### config.mk
export PLATFORM = sky130hd
export DESIGN_NAME = cmpvr_top
export DESIGN_NICKNAME = d
export VERILOG_FILES = /design/src/common/cmpvr_pkg.sv /design/src/hw/cmpvr_top.sv /design/src/hw/cmpvr_sync.sv
export SDC_FILE = /design/constraint.sdc
export NUM_CORES = 1
export LEC_CHECK = 0
export BUFFER_PORTS_ARGS = -buffer_cell sky130_fd_sc_hd__buf_2
export CAP_MARGIN = 30
export CORE_AREA = 2 2 82 84
export CTS_BUF_LIST = sky130_fd_sc_hd__clkbuf_8
export DETAILED_ROUTE_END_ITERATION = 8
export DIE_AREA = 0 0 84 86
export GPL_TIMING_DRIVEN = 0
export PLACE_DENSITY = 0.81
export SETUP_SLACK_MARGIN = 0.2
export SLEW_MARGIN = 10
export SYNTH_ARGS = -nofsm -noshare
export SYNTH_HDL_FRONTEND = slang
export SYNTH_SLANG_ARGS = --single-unit
### constraint.sdc
create_clock -name ref_clk -period 3.75 [get_ports ref_clk]
set_input_delay 0.5625 -clock ref_clk [delete_from_list [all_inputs] [get_ports ref_clk]]
set_output_delay 0.5625 -clock ref_clk [all_outputs]
set_load 0.1 [all_outputs]
### src/common/cmpvr_pkg.sv
package cmpvr_pkg;

  // Ladder levels are carried as fractions of the supply in steps of supply/96,
  // the smallest step that holds both the /24 and the /32 taps exactly.
  localparam int LVL_W = 7;
  localparam logic [6:0] LADDER_FULL = 7'h60;
  localparam logic [6:0] HIGH_BASE = 7'h18;
  localparam logic [6:0] LOW_STEP = 7'h04;
  localparam logic [6:0] HIGH_STEP = 7'h03;
  localparam logic [6:0] LEVEL_OFF = 7'h00;

  localparam int AV_ADDR_W = 10;
  localparam int AV_DATA_W = 32;
  localparam logic [7:0] IDX_PORT_PINS = 8'h05;
  localparam logic [7:0] IDX_CHANGE_FLAG = 8'h0C;
  localparam logic [7:0] IDX_COMP_CTRL = 8'h19;
  localparam logic [7:0] IDX_REF_CTRL = 8'h99;

  localparam int CC_MODE_LSB = 0;
  localparam int CC_SWITCH_BIT = 3;
  localparam int CC_INVERT_BIT = 4;
  localparam int CC_RESULT_BIT = 6;
  localparam int RC_LEVEL_LSB = 0;
  localparam int RC_RANGE_BIT = 5;
  localparam int RC_POWER_BIT = 7;
  localparam int FLAG_BIT = 3;

  localparam logic [2:0] MODE_RESET = 3'h0;
  localparam logic [3:0] LEVEL_RESET = 4'h0;
  localparam logic [31:0] RDATA_RESET = 32'h0000_0000;

  typedef enum logic [1:0] {
    SRC_POS_PIN = 2'b00,
    SRC_NEG_PIN = 2'b01,
    SRC_REF = 2'b10,
    SRC_SWITCH = 2'b11
  } cmpvr_src_type;

  typedef struct packed {
    logic comp_on;
    logic out_en;
    logic [2:0] analog_mask;
    cmpvr_src_type plus_src;
    cmpvr_src_type minus_src;
  } cmpvr_mode_type;

  localparam cmpvr_mode_type [7:0] MODE_TABLE_DEFAULT = '{
    '{1'h0, 1'h0, 3'h0, SRC_POS_PIN, SRC_NEG_PIN},
    '{1'h1, 1'h1, 3'h3, SRC_REF, SRC_SWITCH},
    '{1'h1, 1'h0, 3'h3, SRC_REF, SRC_SWITCH},
    '{1'h1, 1'h0, 3'h2, SRC_REF, SRC_NEG_PIN},
    '{1'h1, 1'h1, 3'h2, SRC_REF, SRC_NEG_PIN},
    '{1'h1, 1'h0, 3'h3, SRC_POS_PIN, SRC_NEG_PIN},
    '{1'h1, 1'h1, 3'h3, SRC_POS_PIN, SRC_NEG_PIN},
    '{1'h0, 1'h0, 3'h7, SRC_POS_PIN, SRC_NEG_PIN}
  };

  typedef struct packed {
    logic invert;
    logic in_switch;
    logic [2:0] mode;
  } cmpvr_cctrl_type;

  typedef struct packed {
    logic power;
    logic range;
    logic [3:0] level;
  } cmpvr_rctrl_type;

  typedef struct packed {
    logic read;
    logic write;
    logic [AV_ADDR_W-1:0] address;
    logic [AV_DATA_W-1:0] writedata;
    logic [3:0] byteenable;
  } cmpvr_av_req_type;

  typedef struct packed {
    cmpvr_cctrl_type cctrl;
    cmpvr_rctrl_type rctrl;
    logic change_flag;
    logic snap;
    logic ack;
    logic [AV_DATA_W-1:0] rdata;
    logic [LVL_W-1:0] ref_level;
    logic wake;
  } cmpvr_state_type;

endpackage

### src/hw/cmpvr_top.sv
// Chosen here: the Avalon-MM register port.
`timescale 1ns/1ps
// How it works
// - Without inversion the result is high when plus input exceeds minus input.
// - The output_invert bit complements the raw comparison; clearing it restores it.
// - Three comparator_mode_sel bits choose one of eight operating modes.
// - Pin direction bit 2 governs only output_pin_2, and only in the three output modes.
// - compare_result is read from comparator_control and ignores writes.
// - Three modes drive the unsynchronised result straight onto output_pin_2.
// - In output modes pin_direction bit 2 low lets output_pin_2 drive.
// - Reading port_pins returns zero for every pin set as analog input.
// - Four modes feed the internal reference, not a pin, to one input.
// - Thirty-two levels: sixteen low range when range is one, sixteen high.
// - Low tap is level/24 of supply; high tap is 1/4 plus level/32.
// - Mode 111 turns the comparator off; reference_power low powers reference down.
// - An enabled comparator and reference keep running through Sleep.
// - A comparator change event during Sleep with comparator enabled wakes device.
// - Waking leaves comparator_control and reference_control untouched.
// - Reset loads both control registers: mode 000 and reference off.
// - After reset all comparator pins are analog with everything disabled.
// - Unimplemented reference_control bits read zero; implemented bits reset zero, read/write.
// - In modes 110 and 101 input_switch picks the pin for the minus input.
// - A result change sets compare_change_flag; software clears it by writing zero.
// - Any access to comparator_control ends the mismatch so the flag stays clear.
module cmpvr_top #(
  parameter int PIN_COUNT = 6,
  parameter cmpvr_pkg::cmpvr_mode_type [7:0] MODE_TABLE = cmpvr_pkg::MODE_TABLE_DEFAULT
) (
  input wire logic ref_clk,
  input wire logic resetn,
  input wire cmpvr_pkg::cmpvr_av_req_type av_req,
  output logic av_waitrequest,
  output logic [cmpvr_pkg::AV_DATA_W-1:0] av_readdata,
  input wire logic [cmpvr_pkg::LVL_W-1:0] pos_pin_level,
  input wire logic [cmpvr_pkg::LVL_W-1:0] neg_pin_level,
  input wire logic [PIN_COUNT-1:0] pin_direction,
  input wire logic [PIN_COUNT-1:0] port_pins_in,
  input wire logic sleep_mode,
  output logic [cmpvr_pkg::LVL_W-1:0] ref_level_out,
  output logic ref_enabled,
  output logic comparator_enabled,
  output logic [PIN_COUNT-1:0] analog_pins,
  output logic cmp_pin2_out,
  output logic cmp_pin2_oe_n,
  output logic compare_change_flag,
  output logic wake_request
);

  if (PIN_COUNT < 3 || PIN_COUNT > 8) begin : g_pin_check
    $error("cmpvr_top needs PIN_COUNT from three to eight");
  end

  cmpvr_pkg::cmpvr_state_type st_reg;
  cmpvr_pkg::cmpvr_state_type st_next;

  cmpvr_pkg::cmpvr_mode_type mode_entry;
  logic [cmpvr_pkg::LVL_W-1:0] plus_level;
  logic [cmpvr_pkg::LVL_W-1:0] minus_level;
  logic raw_greater;
  logic cmp_result;
  logic [PIN_COUNT:0] sync_in;
  logic [PIN_COUNT:0] sync_out;
  logic result_sync;
  logic [PIN_COUNT-1:0] pins_sync;
  logic [PIN_COUNT-1:0] analog_mask_full;
  logic mismatch;
  logic bus_req;
  logic bus_accept;
  logic [7:0] bus_index;
  logic write_lane0;

  // Ladder tap as a fraction of supply in steps of supply/96.
  function automatic logic [cmpvr_pkg::LVL_W-1:0] ladder_tap(
    input logic low_range,
    input logic [3:0] level
  );
    logic [cmpvr_pkg::LVL_W-1:0] lvl;
    lvl = {3'h0, level};
    if (low_range) begin
      ladder_tap = 7'(lvl * cmpvr_pkg::LOW_STEP);
    end else begin
      ladder_tap = 7'(cmpvr_pkg::HIGH_BASE + 7'(lvl * cmpvr_pkg::HIGH_STEP));
    end
  endfunction

  // Source of one comparator input as selected by the decode table.
  function automatic logic [cmpvr_pkg::LVL_W-1:0] pick_source(
    input cmpvr_pkg::cmpvr_src_type src,
    input logic in_switch,
    input logic [cmpvr_pkg::LVL_W-1:0] pos_lvl,
    input logic [cmpvr_pkg::LVL_W-1:0] neg_lvl,
    input logic [cmpvr_pkg::LVL_W-1:0] ref_lvl
  );
    case (src)
      cmpvr_pkg::SRC_POS_PIN: pick_source = pos_lvl;
      cmpvr_pkg::SRC_NEG_PIN: pick_source = neg_lvl;
      cmpvr_pkg::SRC_REF: pick_source = ref_lvl;
      cmpvr_pkg::SRC_SWITCH: pick_source = in_switch ? pos_lvl : neg_lvl;
      default: pick_source = neg_lvl;
    endcase
  endfunction

  function automatic logic is_index(
    input logic [7:0] index,
    input logic [7:0] target
  );
    is_index = (index == target);
  endfunction

  // Mode decode. The table is a parameter so the routing can be changed without touching the logic.
  assign mode_entry = MODE_TABLE[st_reg.cctrl.mode];

  assign plus_level = pick_source(mode_entry.plus_src, st_reg.cctrl.in_switch,
                                  pos_pin_level, neg_pin_level, st_reg.ref_level);
  assign minus_level = pick_source(mode_entry.minus_src, st_reg.cctrl.in_switch,
                                   pos_pin_level, neg_pin_level, st_reg.ref_level);

  // The comparison itself is combinational, standing in for the analog stage.
  // Equal levels count as not greater.
  assign raw_greater = plus_level > minus_level;
  assign cmp_result = mode_entry.comp_on & (raw_greater ^ st_reg.cctrl.invert);

  // The pin path is deliberately not retimed, so it follows the comparator
  // with no clock latency and may glitch while the inputs cross.
  assign cmp_pin2_out = cmp_result;
  assign cmp_pin2_oe_n = ~(mode_entry.out_en & ~pin_direction[2]);

  // The result and the port pins come from outside the clock domain.
  assign sync_in = {cmp_result, port_pins_in};

  cmpvr_sync #(
    .WIDTH(PIN_COUNT + 1)
  ) u_sync (
    .ref_clk(ref_clk),
    .resetn(resetn),
    .async_in(sync_in),
    .stable(sync_out)
  );

  assign result_sync = sync_out[PIN_COUNT];
  assign pins_sync = sync_out[PIN_COUNT-1:0];
  assign analog_mask_full = {{(PIN_COUNT-3){1'b0}}, mode_entry.analog_mask};

  // Mismatch holds until an access to comparator_control copies the current result.
  assign mismatch = result_sync != st_reg.snap;

  // Bus slave: one wait cycle on every access, answer on the second edge.
  assign bus_req = av_req.read | av_req.write;
  assign bus_accept = bus_req & st_reg.ack;
  assign bus_index = av_req.address[9:2];
  assign write_lane0 = av_req.write & av_req.byteenable[0];
  assign av_waitrequest = bus_req & ~st_reg.ack;

  always_comb begin
    st_next = st_reg;
    st_next.ack = bus_req & ~st_reg.ack;

    // Read data are captured in the wait cycle so they stand at the answering edge.
    if (av_req.read && !st_reg.ack) begin
      st_next.rdata = cmpvr_pkg::RDATA_RESET;
      if (is_index(bus_index, cmpvr_pkg::IDX_COMP_CTRL)) begin
        st_next.rdata[cmpvr_pkg::CC_RESULT_BIT] = result_sync;
        st_next.rdata[cmpvr_pkg::CC_INVERT_BIT] = st_reg.cctrl.invert;
        st_next.rdata[cmpvr_pkg::CC_SWITCH_BIT] = st_reg.cctrl.in_switch;
        st_next.rdata[cmpvr_pkg::CC_MODE_LSB +: 3] = st_reg.cctrl.mode;
      end else if (is_index(bus_index, cmpvr_pkg::IDX_REF_CTRL)) begin
        st_next.rdata[cmpvr_pkg::RC_POWER_BIT] = st_reg.rctrl.power;
        st_next.rdata[cmpvr_pkg::RC_RANGE_BIT] = st_reg.rctrl.range;
        st_next.rdata[cmpvr_pkg::RC_LEVEL_LSB +: 4] = st_reg.rctrl.level;
      end else if (is_index(bus_index, cmpvr_pkg::IDX_CHANGE_FLAG)) begin
        st_next.rdata[cmpvr_pkg::FLAG_BIT] = st_reg.change_flag;
      end else if (is_index(bus_index, cmpvr_pkg::IDX_PORT_PINS)) begin
        st_next.rdata[PIN_COUNT-1:0] = pins_sync & ~analog_mask_full;
      end
    end

    if (bus_accept && write_lane0) begin
      if (is_index(bus_index, cmpvr_pkg::IDX_COMP_CTRL)) begin
        // The result bit is not writable; only the control fields change.
        st_next.cctrl.invert = av_req.writedata[cmpvr_pkg::CC_INVERT_BIT];
        st_next.cctrl.in_switch = av_req.writedata[cmpvr_pkg::CC_SWITCH_BIT];
        st_next.cctrl.mode = av_req.writedata[cmpvr_pkg::CC_MODE_LSB +: 3];
      end else if (is_index(bus_index, cmpvr_pkg::IDX_REF_CTRL)) begin
        st_next.rctrl.power = av_req.writedata[cmpvr_pkg::RC_POWER_BIT];
        st_next.rctrl.range = av_req.writedata[cmpvr_pkg::RC_RANGE_BIT];
        st_next.rctrl.level = av_req.writedata[cmpvr_pkg::RC_LEVEL_LSB +: 4];
      end else if (is_index(bus_index, cmpvr_pkg::IDX_CHANGE_FLAG)) begin
        // Writing one raises the flag as a software-made event.
        st_next.change_flag = av_req.writedata[cmpvr_pkg::FLAG_BIT];
      end
    end

    // Any accepted read or write of comparator_control ends the mismatch.
    if (bus_accept && is_index(bus_index, cmpvr_pkg::IDX_COMP_CTRL)) begin
      st_next.snap = result_sync;
    end

    // A change seen in the same cycle as a clearing write keeps the flag set.
    if (mismatch) begin
      st_next.change_flag = 1'b1;
    end

    // Only the wake request depends on sleep_mode, so an enabled comparator and
    // reference keep running and the control registers survive a wake.
    st_next.ref_level = st_reg.rctrl.power ? ladder_tap(st_reg.rctrl.range, st_reg.rctrl.level)
                                           : cmpvr_pkg::LEVEL_OFF;
    st_next.wake = sleep_mode & mode_entry.comp_on & mismatch;
  end

  always_ff @(posedge ref_clk or negedge resetn) begin
    if (!resetn) begin
      st_reg.cctrl.invert <= 1'b0;
      st_reg.cctrl.in_switch <= 1'b0;
      st_reg.cctrl.mode <= cmpvr_pkg::MODE_RESET;
      st_reg.rctrl.power <= 1'b0;
      st_reg.rctrl.range <= 1'b0;
      st_reg.rctrl.level <= cmpvr_pkg::LEVEL_RESET;
      st_reg.change_flag <= 1'b0;
      st_reg.snap <= 1'b0;
      st_reg.ack <= 1'b0;
      st_reg.rdata <= cmpvr_pkg::RDATA_RESET;
      st_reg.ref_level <= cmpvr_pkg::LEVEL_OFF;
      st_reg.wake <= 1'b0;
    end else begin
      st_reg <= st_next;
    end
  end

  assign av_readdata = st_reg.rdata;
  assign ref_level_out = st_reg.ref_level;
  assign ref_enabled = st_reg.rctrl.power;
  assign comparator_enabled = mode_entry.comp_on;
  assign analog_pins = analog_mask_full;
  assign compare_change_flag = st_reg.change_flag;
  assign wake_request = st_reg.wake;

endmodule

### src/hw/cmpvr_sync.sv
`timescale 1ns/1ps
module cmpvr_sync #(
  parameter int WIDTH = 1
) (
  input wire logic ref_clk,
  input wire logic resetn,
  input wire logic [WIDTH-1:0] async_in,
  output logic [WIDTH-1:0] stable
);

  typedef struct packed {
    logic [WIDTH-1:0] s1;
    logic [WIDTH-1:0] s2;
    logic [WIDTH-1:0] s3;
    logic [WIDTH-1:0] hold;
  } cmpvr_sync_state_type;

  cmpvr_sync_state_type st_reg;
  cmpvr_sync_state_type st_next;

  if (WIDTH < 1) begin : g_width_check
    $error("cmpvr_sync needs WIDTH of at least one");
  end

  // Only bits on which the second and third stages agree are taken, so a
  // level that is still settling never reaches the register file.
  always_comb begin
    st_next = st_reg;
    st_next.s1 = async_in;
    st_next.s2 = st_reg.s1;
    st_next.s3 = st_reg.s2;
    st_next.hold = (st_reg.hold & (st_reg.s2 ^ st_reg.s3)) | (st_reg.s3 & ~(st_reg.s2 ^ st_reg.s3));
  end

  always_ff @(posedge ref_clk or negedge resetn) begin
    if (!resetn) begin
      st_reg <= '0;
    end else begin
      st_reg <= st_next;
    end
  end

  assign stable = st_reg.hold;

endmodule

Yosys cells after proc, flatten, opt, wreduce, memory -nomap -nowiden
Memories as Yosys holds them, arrays and structs flattened.
Cells that the tools add are included.

word-level totals
  register bits = 58
  bits in latches = 0
  bits in writable memories = 0
  ROM bits = 72
  input port bits = 77
  output and inout port bits = 52
  word-level logic and storage cells = 88
  memories kept = 1

memories
  memory            words  bits a word  rd ports  clocked after Yosys merged registers in  wr ports  RTL line          RTL
  (name not given)  8      9            1         0                                        0         cmpvr_top.sv:111  assign mode_entry = MODE_TABLE[st_reg.cctrl.mode];

cells by class
  $add $sub $neg = 1
  $mul = 1
  divide/modulo/power cells = 0
  order comparisons = 2
  equality and inequality tests = 13
  shift-type cells = 0
  multiplexer cells = 23
  bitwise gates (word level) = 20
  reductions and logical operators = 11

operators with widths
  operator               number
  $pmux W7 S4            2
  $mux W7                3
  $and A7 B7 Y7          2
  $mux W1                12
  $mux W9                1
  $eq A2 B2 Y1 const B   4
  $eq A8 B3 Y1 const B   1
  $eq A8 B4 Y1 const B   1
  $eq A8 B5 Y1 const B   1
  $eq A8 B8 Y1 const B   1
  $add A5 B6 Y7 const A  1
  $and A1 B1 Y1          7
  $gt A7 B7 Y1           1
  $not A7 Y7             1
  $or A7 B7 Y7           1
  $xor A7 B7 Y7          1
  $and A6 B6 Y6          1
  $mul A4 B2 Y6 const B  1
  $mux W6                1
  $not A3 Y6             1
  $mux W5                1
  $eq A2 B1 Y1 const B   2
  $logic_not A2 Y1       2
  $lt A3 B4 Y1 const B   1
  14 further kinds       21

Longest topological paths before layout
Gate-level depths: netlist (run 1).

  depth after elaboration = 8
  gate-level depth with buffers = 9
  depth with buffers taken out = 9

Modules after synthesis
A second synthesis (run 1) with hierarchy kept.

second synthesis, totals
  cells, all modules = 275
  area total of the unflattened synthesis = 3155.5 um^2

by module, submodules not included
  module      times used  cells each  area each (um^2)  sequential area each (um^2)
  cmpvr_top   1           233         2323.5            750.7
  cmpvr_sync  1           42          832.0             700.7

Least setup slack after synthesis (run 1)
No wires, ideal clock.

  path kind = flip-flop to output port
  start point = register st_reg[49] (netlist name)
  end point = output cmp_pin2_out
  arrival = 3.671 ns
  slack = -0.483 ns
  cell stages (with the launch flop) = 6
  buffers on the path = 0
  cell sequence = dfrtp_1 > ha_1 > mux2i_1 > o2111ai_1 > o221a_2 > nand2_1

on the way
  elaborated cells on any way between the ends = 15

RTL lines
  element                        RTL line          RTL
  from (decl)                    cmpvr_top.sv:53   cmpvr_pkg::cmpvr_state_type st_reg;
  from (signal assigned)         cmpvr_top.sv:225  st_reg <= st_next;
  $mem_v2 Z8 W9                  --
  $mux W9 (not written as such)  cmpvr_top.sv:111
  named net comparator_enabled   cmpvr_top.sv:41   output logic comparator_enabled,
  $and A1 B1 Y1                  cmpvr_top.sv:121  assign cmp_result = mode_entry.comp_on & (raw_greater ^ st_reg.cctrl.invert);
  to (decl)                      cmpvr_top.sv:43   output logic cmp_pin2_out,

The timed path passes the listed nets, and every way through them passes these cells. The select of a mux whose other input is x is not followed.

Worst setup path after layout (run 1)
  start point = register st_reg[49] (netlist name)
  end point = output cmp_pin2_out

on the way
  word-level cells in the longest chain between the ends = 7
  elaborated cells on any way between the ends = 15

ends and longest elaborated chain
  element                                     RTL line          RTL
  $mem_v2 Z8 W9 (*)                           --
  $mux W9 (not written as such) (*)           cmpvr_top.sv:111
  $eq A2 B2 Y1, or another cell as far along  cmpvr_top.sv:94   case (src)
  $pmux W7 S4                                 cmpvr_top.sv:94
  $gt A7 B7 Y1                                cmpvr_top.sv:120  assign raw_greater = plus_level > minus_level;
  $xor A1 B1 Y1                               cmpvr_top.sv:121
  $and A1 B1 Y1 (*)                           cmpvr_top.sv:121

Every way passes the cells marked *; elsewhere a longest branch is shown, timed or not. The select of a mux whose other input is x is not followed.

==> flow_metrics.tcl, run 1 <==
set metrics [dict create \
    status "complete, no violations" \
    via_count 2287 \
    synth_edf_count 0 \
    drt_pass1_iterations 4 \
    layout-drive-gt1-share 0.460 \
    vias_per_cell 4.97 \
    cp.required_ps 3190 \
    finClkSkew_ps 8.54 \
    fin_nets 474 \
    rows 29 \
    avgSynthCellArea_um2 11.6 \
    ys_ff_latch 58 \
    fmax_mhz 284 \
    cts_hold_buf 0 \
    clock_sinks 58 \
    core_area_mm2 0.00628 \
    final_util 0.650 \
    synthCells 267 \
    cts_tree "yes" \
    fin_crit_ps 3520 \
    rsz0062_at_grt "no" \
    grt_pass1_wl_um 10800 \
    cts_buffers 9 \
    grt_pass1_vias 2304 \
    insertedDiodeCount 0 \
    setup_viol 0 \
    power_density_mw_per_mm2 395 \
    fp.dieW_um 84 \
    leakagePower_nw 2.11 \
    synthDistinctLibCells 48 \
    grt_max_degree 39 \
    seq_area_frac_synth 0.468 \
    finalCritPeriodShare 0.938 \
    finalMaxSlewViolations 0 \
    pin_count 129 \
    slew-limit-headroom 0.619 \
    wl_um 6900 \
    crit_type "reg -> out" \
    synth_area_leaders "dfrtp_1 (47%), buf_4 (10%), ha_1 (6.5%)" \
    use_met2 0.332 \
    worst_hold_slack_ps 179 \
    wl_per_cell_um 15.0 \
    clk_pin_slew_worst_paths_ps 60 \
    worst_pin_slew_ps 568 \
    drc 0 \
    numPortBuffers 66 \
    ant_nets 0 \
    switching_share 0.334 \
    path_max_fanout 5 \
    ys.flop_type "dfrtp_1" \
    synthArstFlopShare 1.00 \
    endpoint_kind "output pin" \
    area_growth_pct 31.6 \
    crit_path_start_kind "flop" \
    final_hold_viol_count 0 \
    clkLatencyLatePin_ps 330 \
    min_path_type "in -> async" \
    start_util 0.494 \
    net-switching-power_w 0.000538 \
    combPwrFrac 0.246 \
    htree_levels 3 \
    syn_area_mm2 0.00310 \
    cts-root-buf "clkbuf_8" \
    internal_power_w 0.00107 \
    met3_usage 0.0481 \
    antenna_found_initial 0 \
    initialDrtViolationCount 94 \
    busiest_layer "met2" \
    place_congestion 0.808 \
    yosysWarnings 0 \
    p_clk_frac 0.334 \
    dp_hpwl_um 4900 \
    cp.arrival_ps 2960 \
    yosysTopAreaCell "dfrtp_1" \
    synth_top_area_frac 0.468 \
    dieArea_mm2 0.00722 \
    chipHeight_um 86 \
    use_met1 0.225 \
    power_frac_seq 0.420 \
    max_cap_viol_count 0 \
    max-vdd-ir-drop_uv 230 \
    grt_overflow_total 0 \
    grtUsageTotal 0.196 \
    clock_path_buffers 2 \
]
==> cells by family after synthesis <==
logic type	after synthesis	share of synthesized area
AND/OR/NAND/NOR	61	0.113
buffers and inverters	59	0.126
flip-flops	58	0.468
multiplexers	31	0.113
AO/OA/AOI/OAI	29	0.0686
adder cells (fa/ha/maj)	25	0.100
XOR/XNOR	3	0.00848
other	1	0.00121
==> path summary, 6_finish.rpt <==
check                                        start                 end  slack [ps]  cells past startpoint
min in group ref_clk               port_pins_in[4]  u_sync.st_next[18]         330                      1
max in group asynchronous                   resetn          st_reg[41]        3010                      2
worst max register to register          st_reg[49]  u_sync.st_next[20]        1140                     10
worst min register to register  u_sync.st_next[20]  u_sync.st_next[13]         350                      0
worst min-delay path                        resetn    u_sync.st_reg[9]         180                      1
worst max-delay path                    st_reg[49]        cmp_pin2_out         230                     10
==> per-stage QoR <==
step | area (um^2) | total power (W) | TNS [ps] | instances | setup WS, ps
after detailed placement | 3650 | 0.00106 | -308 | 437 | -308
after global placement | 3630 | 0.00105 | -204 | 436 | -204
final | 4080 | 0.00161 | 0 | 460 | 232
after global routing | 4080 | 0.00168 | 0 | 460 | 177
after floorplan | 3200 | 0.000991 | 0 | 293 | 211
after CTS | 3980 | 0.00162 | 0 | 458 | 205
==> power groups by stage <==
stage / registers [W] / logic (W) / clock network, W
after floorplan: 0.000683 / 0.000308 / 0
after CTS: 0.000675 / 0.000387 / 0.000555
final: 0.000675 / 0.000396 / 0.000538
after global placement: 0.000684 / 0.000369 / 0
after global routing: 0.000678 / 0.000416 / 0.000583
after detailed placement: 0.000686 / 0.000378 / 0
==> repair_timing <==
action                     in CTS  in global routing
setup endpoints to repair       1                  1
buffers inserted                6                  2
pin swaps                       2                  5
resized for setup              19                 12
==> critical path, stage by stage (launching register included) <==
cell	delay, ps
dfrtp_2	470
ha_4	190
mux2i_4	160
buf_12	150
mux2_4	300
ha_1	310
o21ai_0	280
o2111ai_1	180
o221a_4	310
nand2_4	90
buf_12	170
==> Yosys cell counts, types with 4 or more instances <==
cell type   n
dfrtp_1    58
buf_4      43
ha_1       16
nand2_1    14
mux2_2     13
mux2i_1    13
inv_1      11
nor2_1     10
maj3_1      7
nor2b_1     7
o21ai_0     6
and2_1      5
mux2_4      5
a211oi_1    4
a21oi_1     4
nand3_1     4
o2111ai_1   4
==> layer usage <==
metal | vias up | wire length [um]
met4 | 0 | 159
li1 | 1082 | -
met3 | 17 | 461
met1 | 1096 | 2650
met5 | - | 0
met2 | 92 | 3630
==> placed cells by master (no fill, tap or decap), types with 4 or more instances in the layout <==
cell type,n
a21oi_1,4
and2_1,5
buf_2,66
buf_4,49
clkbuf_8,10
conb_1,27
dfrtp_1,56
ha_1,10
ha_4,6
inv_1,12
maj3_1,7
mux2_2,7
mux2_4,11
mux2i_1,11
nand2_1,13
nor2_1,10
nor2b_1,7
o2111ai_1,4
o21ai_0,6
==> cell type report <==
type                            count  area, um^2
Fill cell                         505        2200
Sequential cell                    58        1450
Multi-Input combinational cell    176        1510
Inverter                           11        41.3
Tap cell                           77        96.3
Clock buffer                       10         138
Buffer                             48         350
Timing Repair Buffer               75         442
Clock inverter                      5        47.5
(Power assumes the default switching activity.)
==> inputs of run 2 (changes only) <==
--- a/config.mk
+++ b/config.mk
@@ -5,6 +5,7 @@
 export SDC_FILE = /design/constraint.sdc
 export NUM_CORES = 1
 export LEC_CHECK = 0
+export ABC_AREA = 1
 export BUFFER_PORTS_ARGS = -buffer_cell sky130_fd_sc_hd__buf_2
 export CAP_MARGIN = 30
 export CORE_AREA = 2 2 82 84
==> flow_metrics.tcl, run 2 <==
set metrics [dict create \
    layout-drive-gt1-share 0.355 \
    seq_area_frac_synth 0.469 \
    fin_area_mm2 0.00391 \
    drc 0 \
    start_util 0.493 \
    fin_crit_ps 3380 \
    p_clk_frac 0.341 \
    grtUsageTotal 0.179 \
    finClkSkew_ps 8.89 \
    grt_pass1_wl_um 10100 \
    ff2ff_setup_slack_ps 1320 \
    synthTopCellsByCount "dfrtp_1 (58), nand2_1 (47), buf_4 (42)" \
    fmax_mhz 296 \
    synth_area_leaders "dfrtp_1 (47%), buf_4 (10%), ha_1 (6.5%)" \
    setup_viol 0 \
    grt_overflow_total 0 \
    finalMaxSlewViolations 0 \
    crit_type "reg -> out" \
    ys_ff_latch 58 \
    max_cap_viol_count 0 \
    dp_hpwl_um 4950 \
    synth_top_area_frac 0.469 \
    insertedDiodeCount 0 \
    htree_levels 3 \
    wl_per_cell_um 12.3 \
    synth_edf_count 0 \
    cts_buffers 9 \
    setup_tns_ps 0 \
    max-vdd-ir-drop_uv 298 \
    rsz0062_at_grt "no" \
    slew-limit-headroom 0.571 \
    ys.flop_type "dfrtp_1" \
    net-switching-power_w 0.000596 \
    core_area_mm2 0.00628 \
    finalCritPeriodShare 0.902 \
    r2r-start "st_reg[50]" \
    min_path_type "in -> async" \
    fin_nets 530 \
    antenna_found_initial 0 \
    switching_share 0.346 \
    layoutNonFillerInstCount 516 \
    area_growth_pct 26.4 \
    place_congestion 0.830 \
    fp.dieW_um 84 \
    leakagePower_nw 2.15 \
    yosysTopAreaCell "dfrtp_1" \
    drt_pass1_iterations 4 \
    numPortBuffers 66 \
    synthDistinctLibCells 34 \
    clk_pin_slew_worst_paths_ps 60 \
    clock_path_buffers 2 \
    endpoint_kind "output pin" \
    crit_path_start_kind "flop" \
    yosysWarnings 0 \
    cts-root-buf "clkbuf_8" \
    power_frac_seq 0.396 \
    place_inst 498 \
    reg2reg_to "u_sync.st_next[20]" \
    via_count 2370 \
    grt_max_degree 31 \
    synthCells 328 \
    pin_count 129 \
    grt_pass1_vias 2261 \
    internal_power_w 0.00113 \
    cts_tree "yes" \
    status "complete, no violations" \
    layout_commonest_cell "buf_2" \
    mostFrequentLayoutCells "buf_2 (66), dfrtp_1 (58), nand2_1 (46), buf_4 (45), nor2_1 (37)" \
    synthArstFlopShare 1.00 \
    syn_area_mm2 0.00310 \
    worst_pin_slew_ps 643 \
    path_max_fanout 7 \
    avgSynthCellArea_um2 9.44 \
    cp.required_ps 3190 \
    rows 29 \
    power_density_mw_per_mm2 440 \
    cp.arrival_ps 2820 \
    clock_sinks 58 \
    post_dp_cell_area_mm2 0.00366 \
    initialDrtViolationCount 106 \
    final_hold_viol_count 0 \
    vias_per_cell 4.59 \
    combPwrFrac 0.264 \
    clkLatencyLatePin_ps 340 \
    synthMostInstantiatedCell "dfrtp_1" \
    wl_um 6370 \
    chipHeight_um 86 \
    dieArea_mm2 0.00722 \
    r2r_cells 10 \
    ant_nets 0 \
]
run 2: cell types whose count changed after synthesis, sizes merged, moves of 5 or more:
cell	previous run	this run
mux2i	13	6
nand2	14	54
o21ai	6	19
nor2b	7	0
and2	5	0
nor2	10	41
nand3	4	11
a21oi	4	13
inv	11	33
mux2	18	6
run 2: cell type report:
type / instances / area (um^2)
clock inverter: 3 / 38.8
tap: 77 / 96.3
multi-input combinational: 217 / 1300
inverter: 33 / 124
timing repair buffer: 70 / 388
fill: 532 / 2360
sequential: 58 / 1450
buffer: 46 / 347
clock buffer: 12 / 165
run 2: cell families after synthesis:
logic type,count (synthesis),share of synthesized area
mux,12,0.0412
buf+inv,79,0.152
xor+xnor,2,0.00566
fa+ha+maj,25,0.100
other cells,1,0.00121
flops,58,0.469
simple gates,113,0.159
compound gates,38,0.0719
run 2: layer usage:
layer	up-vias	GRT usage	share of wire
met1	1076	0.220	0.42
met2	89	0.297	0.50
met5	-	0	0
met3	11	0.0472	0.067
met4	0	0.0806	0.017
li1	1194	-	-
run 2: worst max-delay path by stage:
stage | startpoint | endpoint | slack (ps) | depth (start not counted)
2_1_floorplan | st_reg[50] | cmp_pin2_out | 290 | 12
3_3_place_gp | st_reg[49] | cmp_pin2_out | 460 | 11
3_5_place_dp | st_reg[50] | cmp_pin2_out | 420 | 12
4_1_cts | st_reg[50] | cmp_pin2_out | 260 | 12
5_1_grt | st_reg[50] | cmp_pin2_out | 200 | 11
6_report | st_reg[50] | cmp_pin2_out | 370 | 11
run 2: power groups by stage:
| stage | sequential (W) | combinational [W] | clock (W) |
|---|---|---|---|
| floorplan | 0.000699 | 0.000363 | 0 |
| CTS | 0.000682 | 0.000452 | 0.000592 |
| finish | 0.000681 | 0.000454 | 0.000586 |
| global route | 0.000685 | 0.000480 | 0.000620 |
| detailed placement | 0.000693 | 0.000450 | 0 |
| global placement | 0.000692 | 0.000439 | 0 |
run 2: through the flow:
step | hold WS [ps] | util | total power, W | setup slack (ps)
2_1_floorplan | 267 | - | 0.00106 | 294
3_3_place_gp | 333 | 0.579 | 0.00113 | 460
3_5_place_dp | 336 | 0.583 | 0.00114 | 418
4_1_cts | 268 | 0.617 | 0.00173 | 258
5_1_grt | 304 | 0.623 | 0.00179 | 200
6_report | 248 | 0.623 | 0.00172 | 369
run 2: timing repair:
action | CTS | global route
gates cloned | 0 | 0
pin swaps | 0 | 2
setup endpoints to repair | 1 | 1
hold buffers | 0 | 0
buffers inserted | 0 | 3
gates resized for setup | 2 | 4
run 2: worst max-delay path, cell delays in order, from the launching register on:
cell and delay (ps):
dfrtp_1 420, ha_1 230, o21ai_4 270, buf_4 160, mux2_2 320, ha_1 270, nand2_1 40, nor2_1 120
nand4_1 120, a21oi_1 260, nor2_4 80, buf_12 170
==> inputs of run 3 (changes only) <==
--- a/config.mk
+++ b/config.mk
@@ -6,7 +6,7 @@
 export NUM_CORES = 1
 export LEC_CHECK = 0
 export ABC_AREA = 1
-export BUFFER_PORTS_ARGS = -buffer_cell sky130_fd_sc_hd__buf_2
+export BUFFER_PORTS_ARGS = -buffer_cell sky130_fd_sc_hd__buf_4
 export CAP_MARGIN = 30
 export CORE_AREA = 2 2 82 84
 export CTS_BUF_LIST = sky130_fd_sc_hd__clkbuf_8
@@ -15,7 +15,6 @@
 export GPL_TIMING_DRIVEN = 0
 export PLACE_DENSITY = 0.81
 export SETUP_SLACK_MARGIN = 0.2
-export SLEW_MARGIN = 10
 export SYNTH_ARGS = -nofsm -noshare
 export SYNTH_HDL_FRONTEND = slang
 export SYNTH_SLANG_ARGS = --single-unit
==> flow_metrics.tcl, run 3 (same netlist as run 2, synthesis figures left out) <==
set metrics [dict create \
    wl_um 6340 \
    cts-root-buf "clkbuf_8" \
    power_density_mw_per_mm2 409 \
    finalCritPeriodShare 0.901 \
    fp.dieW_um 84 \
    drt_pass1_iterations 4 \
    post_dp_cell_area_mm2 0.00380 \
    status "complete, no violations" \
    cts_buffers 9 \
    grtUsageTotal 0.183 \
    final_hold_viol_count 0 \
    setup_viol 0 \
    cp.arrival_ps 2820 \
    area_growth_pct 29.2 \
    slew-limit-headroom 0.516 \
    reg2reg_to "u_sync.st_next[20]" \
    finClkSkew_ps 8.00 \
    ff2ff_setup_slack_ps 1320 \
    cp.required_ps 3190 \
    crit_type "reg -> out" \
    clock_sinks 58 \
    ant_nets 0 \
    rsz0062_at_grt "no" \
    layout-drive-gt1-share 0.356 \
    setup_tns_ps 0 \
    fin_crit_ps 3380 \
    place_congestion 0.807 \
    cts_tree "yes" \
    r2r-start "st_reg[49]" \
    crit_path_start_kind "flop" \
    leakagePower_nw 2.16 \
    path_delay_family "simple AND/OR/NAND/NOR gates" \
    max_cap_viol_count 0 \
    mostFrequentLayoutCells "buf_4 (108), dfrtp_1 (58), nand2_1 (46), nor2_1 (36), inv_1 (32)" \
    crit_buf_inv 2 \
    endpoint_kind "output pin" \
    core_area_mm2 0.00628 \
    clk_pin_slew_worst_paths_ps 70 \
    numPortBuffers 66 \
    wl_per_cell_um 12.4 \
    fin_area_mm2 0.00400 \
    chipHeight_um 86 \
    dp_hpwl_um 4870 \
    path_cells "ha_1 -> o21ai_4 -> buf_4 -> mux2_2 -> ha_1 -> nand2_1 -> nor2_2 -> nand4_1 -> nand3_1 -> nand2_1 -> nor2_4 -> buf_12" \
    r2r_cells 10 \
    start_util 0.493 \
    fmax_mhz 296 \
    dieArea_mm2 0.00722 \
    max-vdd-ir-drop_uv 281 \
    insertedDiodeCount 0 \
    path_max_fanout 7 \
    via_count 2394 \
    pin_count 129 \
    fin_nets 527 \
    min_path_type "in -> async" \
    final_util 0.637 \
    layout_commonest_cell "buf_4" \
    slowest_stage "dfrtp_1" \
    cts_hold_buf 0 \
    grt_pass1_vias 2324 \
    initialDrtViolationCount 110 \
    worst_pin_slew_ps 726 \
    vias_per_cell 4.68 \
    grt_overflow_total 0 \
    drc 0 \
    clock_path_buffers 2 \
    grt_max_degree 59 \
    htree_levels 3 \
    antenna_found_initial 0 \
    rows 29 \
    crit_start "st_reg[49]" \
    critical-path-max-stage-delay_ps 400 \
    clkLatencyLatePin_ps 330 \
    finalMaxSlewViolations 0 \
    grt_pass1_wl_um 10400 \
]
## run 3: routing by layer
metal  part of all wire  track usage  vias up  wire length (um)
li1                   -            -     1191                 -
met1               0.42        0.228     1106              2630
met2               0.48        0.300       84              3060
met3              0.081       0.0481       13               511
met4              0.022       0.0806        0               140
met5                  0            0        -                 0
## run 3: how the worst max path moves through the flow
stage              endpoint  slack [ps]  cells after the start
6_report       cmp_pin2_out         370                     12
4_1_cts        cmp_pin2_out         270                     12
3_3_place_gp   cmp_pin2_out         600                     11
5_1_grt        cmp_pin2_out         200                     14
3_5_place_dp   cmp_pin2_out         570                     12
2_1_floorplan  cmp_pin2_out         290                     12
## run 3: area by class of cell
class                           instances  area (um^2)
Tap cell                               77         96.3
Multi-Input combinational cell        217         1310
Clock buffer                           10          138
Timing Repair Buffer                   67          515
Fill cell                             511         2280
Buffer                                 46          347
Sequential cell                        58         1450
Inverter                               33          124
Clock inverter                          4         20.0
## run 3: through the flow
stage	cells	setup WS (ps)	total power [W]	hold WS [ps]
finish	512	372	0.00164	274
floorplan	354	294	0.00106	267
CTS	511	267	0.00164	311
global route	512	201	0.00170	319
detailed placement	497	572	0.00117	335
global placement	497	599	0.00116	333
## run 3: repair_timing
item / 4_1_cts / 5_1_grt
resized for setup: 1 / 6
setup buffers: 0 / 1
endpoints found under the setup margin: 1 / 1
pin swaps: 0 / 4
## run 3: power breakdown
| part | internal (W) | total, W | switching [W] |
|---|---|---|---|
| combinational | 0.000129 | 0.000475 | 0.000345 |
| sequential | 0.000662 | 0.000682 | 0.0000208 |
| clock | 0.000245 | 0.000479 | 0.000234 |
| total | 0.00104 | 0.00164 | 0.000600 |
